--- src/rate_pkg.sv ---
// constants, types and register map of the conversion scheduling block
//
// Functional notes
// - rate codes 0..9 pick 0.05 Hz up to 26 Hz
// - rate codes above nine run at 26 Hz
// - rate register bits 7:4 read as zero
// - standby trigger write runs exactly one conversion
// - trigger data byte ignored, any value starts
// - busy flag high only while converting
package rate_pkg;

  // ****************************************
  // clock and timing
  // ****************************************
  localparam logic [31:0] CLK_HZ       = 32'h0EE6B280; // 250 MHz core clock
  localparam logic [31:0] CLK_PERIOD_NS = 32'h00000004; // clock period in ns
  localparam logic [63:0] MHZ_PER_HZ   = 64'h00000000000003E8; // mHz in one Hz
  localparam int          RATE_N       = 10;            // decoded rate steps
  localparam int          PERIOD_W     = 36;            // period counter width
  localparam int          CONV_W       = 16;            // conversion counter width
  localparam logic [15:0] CONV_CYC     = 16'h0040;      // cycles one conversion lasts

  // rates in mHz, code 0 first
  localparam logic [31:0] RATE_MHZ [RATE_N] = '{
    32'h00000032, 32'h00000064, 32'h000000CC, 32'h00000196, 32'h0000032D,
    32'h00000659, 32'h00000CB2, 32'h00001964, 32'h000032C8, 32'h00006590};

  typedef logic [PERIOD_W-1:0] period_tab_t [RATE_N];

  // clock cycles per conversion period for each rate code
  function automatic period_tab_t period_tab();
    period_tab_t t;
    for (int i = 0; i < RATE_N; i++)
    begin
      t[i] = PERIOD_W'((64'(CLK_HZ) * MHZ_PER_HZ) / 64'(RATE_MHZ[i]));
    end
    return t;
  endfunction

  // ****************************************
  // register map: index, byte address is four times it
  // ****************************************
  localparam int          ADDR_W       = 10;     // apb byte address width
  localparam logic [7:0]  IDX_STATUS   = 8'h02;  // busy flag
  localparam logic [7:0]  IDX_RUN_CTRL = 8'h03;  // standby control
  localparam logic [7:0]  IDX_RATE     = 8'h04;  // conversion_rate_select
  localparam logic [7:0]  IDX_RATE_ALT = 8'h0A;  // second address of the same
  localparam logic [7:0]  IDX_TRIG     = 8'h0F;  // single_conversion_trigger
  localparam logic [7:0]  IDX_MAKER    = 8'hFE;  // maker_identifier
  localparam logic [7:0]  IDX_DIE_REV  = 8'hFF;  // die_revision_identifier

  // ****************************************
  // fields and reset values
  // ****************************************
  localparam int          RATE_FIELD_W = 4;        // rate_select_field width
  localparam logic [3:0]  RATE_CODE_MAX = 4'h9;    // fastest distinct code
  localparam logic [7:0]  RATE_RST     = 8'h08;    // rate register reset
  localparam int          BUSY_BIT     = 7;        // status busy position
  localparam int          STANDBY_BIT  = 6;        // run control standby position
  localparam logic [7:0]  RUN_CTRL_RST = 8'h00;    // converting after reset
  localparam logic [7:0]  MAKER_ID     = 8'h5A;    // arbitrary value
  localparam logic [7:0]  DIE_REV_ID   = 8'hA3;    // arbitrary value

  // ****************************************
  // carriers and state records
  // ****************************************
  typedef struct packed {
    logic              psel;
    logic              penable;
    logic              pwrite;
    logic [ADDR_W-1:0] paddr;
    logic [31:0]       pwdata;
  } apb_req_t;

  typedef struct packed {
    logic [PERIOD_W-1:0] cnt;
    logic                tick;
  } timer_st_t;

  typedef enum logic [1:0] {
    ENG_IDLE = 2'b01,
    ENG_BUSY = 2'b10
  } eng_state_t;

  typedef struct packed {
    eng_state_t        state;
    logic [CONV_W-1:0] cnt;
    logic              busy;
    logic              start;
  } eng_st_t;

  typedef struct packed {
    logic [RATE_FIELD_W-1:0] rate;
    logic                    standby;
    logic                    pend;
    logic [31:0]             rdata;
    logic                    slverr;
  } regs_st_t;

endpackage

--- src/conv_timer.sv ---
// periodic conversion timer with saturating rate decode
module conv_timer #(
  parameter rate_pkg::period_tab_t PERIOD_CYC = rate_pkg::period_tab()
) (
  // clock and reset
  input  wire logic                              clk,
  input  wire logic                              rst,
  input  wire logic                              ce,
  // control
  input  wire logic                              run,
  input  wire logic [rate_pkg::RATE_FIELD_W-1:0] code,
  // period elapsed pulse
  output      logic                              tick
);

  rate_pkg::timer_st_t      st_q;    // registered state
  rate_pkg::timer_st_t      st_d;    // next state
  logic [rate_pkg::PERIOD_W-1:0] period;  // selected period

  // ****************************************
  // rate decode
  // ****************************************
  always_comb
  begin
    if (code > rate_pkg::RATE_CODE_MAX)
      period = PERIOD_CYC[rate_pkg::RATE_N-1];
    else
      period = PERIOD_CYC[code];
  end

  // ****************************************
  // counter
  // ****************************************
  always_comb
  begin
    st_d      = st_q;
    st_d.tick = 1'b0;
    if (!run)
      st_d.cnt = '0;  // cleared while in standby
    else if (st_q.cnt >= period - 1'b1)
    begin
      st_d.cnt  = '0;
      st_d.tick = 1'b1;
    end
    else
      st_d.cnt = st_q.cnt + 1'b1;
  end

  always_ff @(posedge clk)
  begin
    if (rst)
      st_q <= '0;
    else if (ce)
      st_q <= st_d;
  end

  assign tick = st_q.tick;

  a_tick_spacing: assert property (@(posedge clk) disable iff (rst)
    (ce && run && st_q.cnt == period - 1'b1) |=> tick)
    else $error("timer did not tick at end of period");

  a_rate_saturate: assert property (@(posedge clk) disable iff (rst)
    (code > rate_pkg::RATE_CODE_MAX) |-> (period == PERIOD_CYC[rate_pkg::RATE_N-1]))
    else $error("rate code above nine not at fastest period");

endmodule

--- src/conv_engine.sv ---
// single conversion sequencer: idle, then busy for a fixed span
module conv_engine (
  // clock and reset
  input  wire logic clk,
  input  wire logic rst,
  input  wire logic ce,
  // request and status
  input  wire logic start_req,
  output      logic busy,
  output      logic start_pulse
);

  rate_pkg::eng_st_t st_q;  // registered state
  rate_pkg::eng_st_t st_d;  // next state

  // ****************************************
  // sequencer
  // ****************************************
  always_comb
  begin
    st_d       = st_q;
    st_d.start = 1'b0;
    case (st_q.state)
      rate_pkg::ENG_IDLE:
      begin
        if (start_req)
        begin
          st_d.state = rate_pkg::ENG_BUSY;
          st_d.cnt   = '0;
          st_d.busy  = 1'b1;
          st_d.start = 1'b1;
        end
      end
      rate_pkg::ENG_BUSY:
      begin
        if (st_q.cnt == rate_pkg::CONV_CYC - 1'b1)
        begin
          st_d.state = rate_pkg::ENG_IDLE;
          st_d.busy  = 1'b0;
        end
        else
          st_d.cnt = st_q.cnt + 1'b1;
      end
      default:
      begin
        st_d.state = rate_pkg::ENG_IDLE;
        st_d.busy  = 1'b0;
      end
    endcase
  end

  always_ff @(posedge clk)
  begin
    if (rst)
      st_q <= '{state: rate_pkg::ENG_IDLE, cnt: '0, busy: 1'b0, start: 1'b0};
    else if (ce)
      st_q <= st_d;
  end

  assign busy        = st_q.busy;
  assign start_pulse = st_q.start;

  a_busy_length: assert property (@(posedge clk) disable iff (rst)
    (ce && $fell(busy)) |-> ($past(st_q.cnt) == rate_pkg::CONV_CYC - 1'b1))
    else $error("busy dropped before conversion span ended");

  a_busy_state: assert property (@(posedge clk) disable iff (rst)
    busy |-> (st_q.state == rate_pkg::ENG_BUSY && st_q.cnt < rate_pkg::CONV_CYC))
    else $error("busy flag disagrees with sequencer");

endmodule

--- src/conv_rate_ctrl.sv ---
// conversion scheduling block with apb register slave
//
// The APB slave port is this design's own decision.
module conv_rate_ctrl #(
  parameter rate_pkg::period_tab_t PERIOD_CYC = rate_pkg::period_tab()
) (
  // clock, reset, enable
  input  wire logic               clk,
  input  wire logic               rst,
  input  wire logic               ce,
  // apb slave
  input  wire rate_pkg::apb_req_t apb_req,
  output      logic [31:0]        prdata,
  output      logic               pready,
  output      logic               pslverr,
  // converter side
  output      logic               conv_start,
  output      logic               conv_busy
);

  // ****************************************
  // state and wires
  // ****************************************
  rate_pkg::regs_st_t st_q;      // registered state
  rate_pkg::regs_st_t st_d;      // next state
  logic [7:0]         idx;       // word index of the access
  logic               setup;     // apb setup cycle
  logic               access;    // apb access cycle
  logic               wr_take;   // write committed this edge
  logic               rd_setup;  // read being prepared
  logic               trig_wr;   // trigger write committed
  logic               tick;      // period elapsed
  logic               eng_busy;  // engine converting
  logic               eng_start; // engine started
  logic               accept;    // pending request handed over
  logic               periodic;  // periodic request this cycle
  logic [7:0]         wbyte;     // low write byte
  logic               mapped;    // index decodes to a register

  // ****************************************
  // apb decode
  // ****************************************
  assign idx      = apb_req.paddr[rate_pkg::ADDR_W-1:2];
  assign setup    = apb_req.psel && !apb_req.penable;
  assign access   = apb_req.psel && apb_req.penable;
  assign wr_take  = access && apb_req.pwrite && ce;
  assign rd_setup = setup && !apb_req.pwrite;
  assign wbyte    = apb_req.pwdata[7:0];

  // zero wait state, answer in the access cycle
  assign pready = access;

  // which indices exist
  always_comb
  begin
    case (idx)
      rate_pkg::IDX_STATUS,
      rate_pkg::IDX_RUN_CTRL,
      rate_pkg::IDX_RATE,
      rate_pkg::IDX_RATE_ALT,
      rate_pkg::IDX_TRIG,
      rate_pkg::IDX_MAKER,
      rate_pkg::IDX_DIE_REV:
        mapped = 1'b1;
      default:
        mapped = 1'b0;
    endcase
  end

  // ****************************************
  // conversion requests
  // ****************************************
  // any byte at the trigger index counts as a trigger
  assign trig_wr = wr_take && (idx == rate_pkg::IDX_TRIG);

  // periodic requests only while running
  assign periodic = tick && !st_q.standby;

  // hand the pending request to an idle engine
  assign accept = st_q.pend && !eng_busy;

  // ****************************************
  // next state
  // ****************************************
  always_comb
  begin
    st_d = st_q;

    // register writes
    if (wr_take)
    begin
      case (idx)
        rate_pkg::IDX_RATE,
        rate_pkg::IDX_RATE_ALT:
          st_d.rate = wbyte[rate_pkg::RATE_FIELD_W-1:0];
        rate_pkg::IDX_RUN_CTRL:
          st_d.standby = wbyte[rate_pkg::STANDBY_BIT];
        default:
          st_d.standby = st_q.standby;  // read only, trigger or unmapped
      endcase
    end

    // pending request, a new request wins over the hand-over
    if (accept)
      st_d.pend = 1'b0;
    if (trig_wr && st_q.standby)
      st_d.pend = 1'b1;
    else if (periodic)
      st_d.pend = 1'b1;

    // read data and error prepared in the setup cycle
    if (setup)
    begin
      st_d.rdata  = '0;
      st_d.slverr = !mapped;
      if (rd_setup)
      begin
        case (idx)
          rate_pkg::IDX_STATUS:
            st_d.rdata[rate_pkg::BUSY_BIT] = eng_busy;
          rate_pkg::IDX_RUN_CTRL:
            st_d.rdata[rate_pkg::STANDBY_BIT] = st_q.standby;
          rate_pkg::IDX_RATE,
          rate_pkg::IDX_RATE_ALT:
            st_d.rdata[rate_pkg::RATE_FIELD_W-1:0] = st_q.rate;
          rate_pkg::IDX_MAKER:
            st_d.rdata[7:0] = rate_pkg::MAKER_ID;
          rate_pkg::IDX_DIE_REV:
            st_d.rdata[7:0] = rate_pkg::DIE_REV_ID;
          default:
            st_d.rdata = '0;  // trigger and unmapped read zero
        endcase
      end
    end
  end

  // ****************************************
  // state register
  // ****************************************
  always_ff @(posedge clk)
  begin
    if (rst)
    begin
      st_q.rate    <= rate_pkg::RATE_RST[rate_pkg::RATE_FIELD_W-1:0];
      st_q.standby <= rate_pkg::RUN_CTRL_RST[rate_pkg::STANDBY_BIT];
      st_q.pend    <= 1'b0;
      st_q.rdata   <= '0;
      st_q.slverr  <= 1'b0;
    end
    else if (ce)
      st_q <= st_d;
  end

  // ****************************************
  // outputs
  // ****************************************
  assign prdata     = st_q.rdata;
  assign pslverr    = st_q.slverr && access;
  assign conv_start = eng_start;
  assign conv_busy  = eng_busy;

  // ****************************************
  // submodules
  // ****************************************
  // period timer, held in standby
  conv_timer #(
    .PERIOD_CYC (PERIOD_CYC)
  ) u_timer (
    .clk  (clk),
    .rst  (rst),
    .ce   (ce),
    .run  (!st_q.standby),
    .code (st_q.rate),
    .tick (tick)
  );

  // conversion sequencer
  conv_engine u_engine (
    .clk         (clk),
    .rst         (rst),
    .ce          (ce),
    .start_req   (accept),
    .busy        (eng_busy),
    .start_pulse (eng_start)
  );

  // ****************************************
  // checks
  // ****************************************
  a_rate_upper_zero: assert property (@(posedge clk) disable iff (rst)
    (ce && rd_setup && (idx == rate_pkg::IDX_RATE || idx == rate_pkg::IDX_RATE_ALT))
      |=> (prdata[31:rate_pkg::RATE_FIELD_W] == '0))
    else $error("rate register upper bits not zero");

  a_trig_sets_pend: assert property (@(posedge clk) disable iff (rst)
    (trig_wr && st_q.standby) |=> st_q.pend)
    else $error("standby trigger did not queue a conversion");

  a_trig_any_data: assert property (@(posedge clk) disable iff (rst)
    (trig_wr && st_q.standby && wbyte == 8'h00) |=> st_q.pend)
    else $error("zero data trigger ignored");

  a_accept_busy: assert property (@(posedge clk) disable iff (rst)
    (ce && accept) |=> (conv_busy && conv_start))
    else $error("accepted request did not start conversion");

  a_run_ignores_trig: assert property (@(posedge clk) disable iff (rst)
    (ce && trig_wr && !st_q.standby && !periodic && !st_q.pend) |=> !st_q.pend)
    else $error("trigger queued while running");

  a_status_busy: assert property (@(posedge clk) disable iff (rst)
    (ce && rd_setup && idx == rate_pkg::IDX_STATUS)
      |=> (prdata[rate_pkg::BUSY_BIT] == $past(eng_busy)))
    else $error("status busy bit wrong");

  a_standby_quiet: assert property (@(posedge clk) disable iff (rst)
    (ce && st_q.standby && !st_q.pend && !trig_wr && !eng_busy) |=> !conv_start)
    else $error("conversion started in standby without trigger");

endmodule

--- config.mk ---
export PLATFORM = sky130hd
export DESIGN_NAME = conv_rate_ctrl
export DESIGN_NICKNAME = d
export VERILOG_FILES = /design/src/rate_pkg.sv /design/src/conv_timer.sv /design/src/conv_engine.sv /design/src/conv_rate_ctrl.sv
export SDC_FILE = /design/constraint.sdc
export NUM_CORES = 1
export LEC_CHECK = 0
export ABC_AREA = 1
export BUFFER_PORTS_ARGS = -buffer_cell sky130_fd_sc_hd__buf_2
export CAP_MARGIN = 20
export CORE_UTILIZATION = 39
export CTS_CLUSTER_DIAMETER = 50
export DETAILED_ROUTE_END_ITERATION = 10
export GPL_ROUTABILITY_DRIVEN = 0
export HOLD_SLACK_MARGIN = 0.05
export RECOVER_POWER = 100
export SYNTH_ARGS = -nofsm -noshare
export SYNTH_HDL_FRONTEND = slang
export SYNTH_SLANG_ARGS = --single-unit
--- constraint.sdc ---
create_clock -name clk -period 6.41 [get_ports clk]
set_input_delay 0.641 -clock clk [delete_from_list [all_inputs] [get_ports clk]]
set_output_delay 0.641 -clock clk [all_outputs]
set_load 0.05 [all_outputs]
### After elaboration in Yosys (flattened, before gate mapping)

Memory sizes are Yosys's and may differ from the RTL's.
Cells that the tools add are included.

| cells by class | value |
|---|---|
| add/sub/neg operators | 3 |
| order comparisons | 3 |
| eq/ne operators | 13 |
| muxes and demuxes | 24 |
| bitwise logic cells | 1 |
| reduce and logical (&&, ||, !) cells | 25 |

Operators with widths:

| operator | number |
|---|---|
| $mux W36 | 5 |
| $add A36 B1 Y36 const B | 1 |
| $ge A36 B36 Y1 | 1 |
| $sub A36 B1 Y36 const B | 1 |
| $pmux W16 S2 | 1 |
| $mux W20 | 1 |
| $add A16 B1 Y16 const B | 1 |
| $eq A16 B6 Y1 const B | 1 |
| $eq A8 B2 Y1 const B | 2 |
| $eq A8 B4 Y1 const B | 2 |
| $eq A8 B8 Y1 const B | 2 |
| $mux W16 | 1 |
| $pmux W4 S3 | 1 |
| $logic_and A1 B1 Y1 | 10 |
| $reduce_and A3 Y1 | 3 |
| $eq A8 B3 Y1 const B | 1 |
| $mux W1 | 8 |
| $mux W8 | 1 |
| $pmux W2 S2 | 2 |
| $reduce_or A7 Y1 | 1 |
| $pmux W1 S2 | 3 |
| $ge A5 B5 Y1 const B | 1 |
| $logic_not A1 Y1 | 5 |
| $not A4 Y5 | 1 |
| 11 further kinds | 13 |

| storage, ports and cells | value |
|---|---|
| register bits | 96 |
| bits in read-only memories | 576 |
| input bits | 48 |
| output and inout bits | 36 |
| word-level logic and storage cells | 81 |
| memories | 1 |

Memory list:

| memory | words | bits a word | rd ports | clocked after Yosys merged registers in | write ports | line | text |
|---|---|---|---|---|---|---|---|
| (no name shown) | 16 | 36 | 1 | 0 | 0 | conv_timer.sv:28 | `period = PERIOD_CYC[code];` |

### Longest topological paths before layout

| depth | value |
|---|---|
| depth in word-level cells | 9 |
| gate-level depth with buffers | 24 |
| gate-level depth less buffers | 23 |

### Cells and area by module

From an unflattened synthesis, not the netlist that was laid out.

| second synthesis, totals | value |
|---|---|
| cell total of the unflattened synthesis | 1080 |
| area total of the unflattened synthesis | 6422.4 µm² |

By module, submodules not included:

| module | times used | cells an instance | area each (µm²) | sequential area each (µm²) |
|---|---|---|---|---|
| conv_timer | 1 | 716 | 4125.2 | 740.7 |
| conv_engine | 1 | 194 | 1207.4 | 380.4 |
| conv_rate_ctrl | 1 | 170 | 1089.8 | 300.3 |

### Least setup slack after synthesis

No wires, ideal clock.

| timing | value |
|---|---|
| path kind | register -> register |
| from | register st_q[35] (netlist name) |
| to | register u_timer.st_q[4] (netlist name) |
| library setup time | 71 ps |
| arrival time | 3005 ps |
| required time | 6339 ps |
| setup slack | 3335 ps |
| stages on the path, launching flop included | 23 |
| buffers on the path | 2 |
| clock period less this slack | 3075 ps |
| path through | dfxtp_1 buf_4 inv_1 ha_1 o21ai_2 o21ai_4 nand2_1 ha_1 nand2_1 nor2_2 nand2_1 xnor2_1 ha_1 nand2_1 nor2_1 nand2_1 nor2_1 nand3_1 nand3_2 nor2_4 buf_6 nand2_1 a21oi_1 |

| between the ends | value |
|---|---|
| longest elaborated chain between the ends | 9 |
| elaborated cells on any way between the ends | 10 |
| classes of those cells | 1 x add/sub; 2 x order compare; 5 x mux; 1 x bitwise; 1 x memory |

RTL lines:

| element | line | text |
|---|---|---|
| from (decl) | conv_rate_ctrl.sv:24 | `rate_pkg::regs_st_t st_q;` |
| from (signal assigned) | conv_rate_ctrl.sv:151 | `st_q <= st_d;` |
| $not A4 Y5 (implied by the code) | conv_timer.sv:28 |  |
| $mem_v2 Z16 W36 | -- |  |
| $mux W36 (implied by the code) (2 in series) | conv_timer.sv:28 |  |
| $mux W36 * | conv_timer.sv:25 | `if (code > rate_pkg::RATE_CODE_MAX)` |
| $sub A36 B1 Y36 * | conv_timer.sv:40 | `else if (st_q.cnt >= period - 1'b1)` |
| $ge A36 B36 Y1 * | conv_timer.sv:40 |  |
| $mux W36 * | conv_timer.sv:40 |  |
| $mux W36 * | conv_timer.sv:38 | `if (!run)` |
| to (signal assigned) | conv_timer.sv:54 | `st_q <= st_d;` |
| to (decl) | conv_timer.sv:16 | `rate_pkg::timer_st_t st_q;` |

Every way passes the cells marked *; elsewhere a longest branch is shown, timed or not. The select of a mux whose other input is x is not followed.
A chain may end at the register's enable or synchronous reset.

### Final worst setup path

| timing | value |
|---|---|
| from | register st_q[35] (netlist name) |
| to | register u_timer.st_q[15] (netlist name) |

Same word-level chain as after synthesis.

==> flow_summary.yaml <==
clock_network:
  insertion_delay_ps: 350
  cts.htree.levels: 3
  cts_buffers: 9
  cts_resized: 0
  cts_sinks: 71
  clkTransAtPathRegs_ps: 60
  clk_path_buf_depth: 2
  cts_setup_buffers: 0
  cts_hold_buf: 0
  cts_tree: "done"
  clockRootBuffer: "clkbuf_16"
flow_run:
  max_cap_viol_count: 0
power_and_ir_drop:
  power.density_nw_per_um2: 160
  leakage_nw: 2.51
  vdd_drop_max_v: 0.000145
  power.total_w: 0.00101
global_routing:
  grt_pass1_wl_mm: 24.8
  grt_pass1_vias: 5090
  grt_overflow: 0
  antenna_found_initial: 0
  gr-usage-all-layers_pct: 19.6
  grt_max_degree: 56
cells_and_area:
  area_growth_pct: 6.50
  fin_nets: 1067
  final_area_um2: 6290
  n_antenna_cell: 0
  layout-drive-gt1-share_pct: 5.52
setup_path:
  r2r-start: "st_q[35]"
  critPathKind: "reg2reg"
  cp_data_arrival_time_ps: 5090
  critPathLaunchType: "register"
  r2r_end: "u_timer.st_q[15]"
  r2r_setup_slack_ps: 1600
  rr_worst_depth: 21
  end_kind: "register"
  cp_max_fo: 36
  crit_required_ps: 6680
timing:
  fmax_mhz: 208
  whs_ps: 466
  tns_ps: 0
  setup_violations: 0
  skew_ps: 6.70
  hold_viol: 0
  maxSlewViolCount: 0
  worst_pin_slew_ps: 1470
  period_minus_slack_ps: 4810
  rsz0062_at_grt: "false"
  fin_crit_sh_pct: 75.1
  maxSlewHeadroom_pct: 1.98
synthesis:
  yosysMostFrequentCell: "nand2_1"
  asyncSetResetFlopFracSynth_pct: 0
  synth-seq-cells: 71
  netlist_area_um2: 5910
  yosysTopAreaCellShare_pct: 24.1
  syn_avg_cell_area_um2: 6.17
  synth_top_cells_by_count: "nand2_1, nor2_1, a21oi_1"
  ys.warnings.count: 0
  synth_edf_count: 0
  synth-main-ff-cell: "dfxtp_1"
  ys_top_cells_by_area: "dfxtp_1, nand2_1, nor2_1"
  yosysTopAreaCell: "dfxtp_1"
  ys_seq_area_share_pct: 24.1
  yosysUniqueCellTypes: 39
  synthCells: 958
drt:
  wl_per_cell_um: 12.5
  drt_pass1_iterations: 8
  via_count: 5649
  first_iter_violations: 310
  drc_errors: 0
  ant_nets: 0
  vias_per_cell: 4.86
  finalWirelength_mm: 14.6
floorplanning:
  initial_core_util_pct: 40.3
  rows: 44
  die_y_um: 125
  die_w_um: 125
  ios: 84
  die_area_um2: 15600
  coreArea_um2: 14600
place:
  post-dp-hpwl_mm: 11.2
  post_dp_cell_area_um2: 6020
  io_buffers: 30
min_path:
  holdCritPathClass: "reg2reg"
  worstHoldPathCells: 2
  holdCritStartpoint: "prdata[2]"
  whs_endpoint: "prdata[2]"
outcome:
  outcome: "complete, no violations"
==> critical path: stages (launching register included) <==
cell,delay [ps]
dfxtp_1,620
inv_1,260
ha_1,330
o21ai_0,380
o21ai_4,160
nand2_1,170
ha_1,190
inv_1,80
nor2_1,180
xor2_1,220
ha_1,260
nand2_1,80
inv_1,40
nand2_1,50
nand2_1,40
nand2_1,50
nand2_1,60
nand2_1,80
a21oi_1,70
nor2_2,1080
nand2_1,120
a21oi_1,170
==> cell usage in the layout, fill, tap and decap left out, types with 2 or more instances in the layout <==
master      netlist  layout
clkinvlp_4        0       2
nor2_4            5       4
a211oi_1          3       3
nand3_1          26      27
clkbuf_1         12      14
dfxtp_1          71      71
a21oi_2           3       2
nor2_1          160     160
clkbuf_16         0       9
nor2_2            4       5
clkbuf_8          0       2
nand3b_1          6       6
o21ai_0          24      25
inv_1            78      80
buf_2             2      17
a21o_1            2       2
inv_2             6       4
a21oi_1          83      84
xor2_1           24      24
o21a_1            5       5
conb_1            2      27
xnor2_1           7       7
o211ai_1          5       5
nand4_1           9       9
nor3_2            4       2
ha_1             46      46
nor3_1           17      19
nand2_1         302     302
==> metrics by stage <==
stage,cells,utilization [%],setup slack (ps)
final,1162,43.0,1600
after global routing,1162,43.0,1010
after CTS,1161,43.1,2200
after detailed placement,1145,41.1,2210
after global placement,1145,41.1,2270
after floorplan,983,-,3330
==> cell families (layout without fill, tap and decap cells) <==
family / count (synthesis) / after routing / share of synthesized area (%)
buf+inv: 137 / 132 / 11.5
other cells: 2 / 27 / 0.127
simple gates: 538 / 538 / 37.4
flops: 71 / 71 / 24.1
compound gates: 133 / 133 / 12.5
xor+xnor: 31 / 31 / 4.60
fa+ha+maj: 46 / 46 / 9.74
==> power breakdown <==
group | internal, W | switching (W)
clock | 0.000284 | 0.000200
sequential | 0.000443 | 0.00000231
combinational | 0.0000129 | 0.0000629
==> layer usage <==
layer	vias to the layer above	global-route usage (%)	share of wire, %
li1	3041	-	-
met1	2485	26.3	50
met2	105	31.1	44
met3	18	4.24	3.9
met4	0	6.38	2.0
met5	-	0	0
==> state kept, by name (all words and copies together) (netlist names) <==
register / cells
u_timer.st_q: 36
u_engine.st_q: 17
prdata: 8
st_q: 7
u_engine.busy: 1
u_engine.start_pulse: 1
u_timer.tick: 1
==> area by class of cell <==
type	instances	area, um^2
inverters	84	315
well taps	184	230
clock buffers	12	256
repair buffers	32	169
multi-input cells	775	3870
clock inverters	4	28.8
fillers	1625	8350
flip-flops and latches	71	1420
==> how the worst max path moves through the flow <==
stage	from	to	slack (ps)	cells past startpoint
final	st_q[35]	u_timer.st_q[15]	1600	21
after global routing	st_q[35]	u_timer.st_q[30]	1010	21
after CTS	st_q[35]	u_timer.st_q[29]	2200	20
after detailed placement	st_q[35]	u_timer.st_q[29]	2210	20
after global placement	st_q[35]	u_timer.st_q[5]	2270	20
after floorplan	st_q[35]	u_timer.st_q[4]	3330	22
No activity file was read; power rests on OpenSTA's default activity.
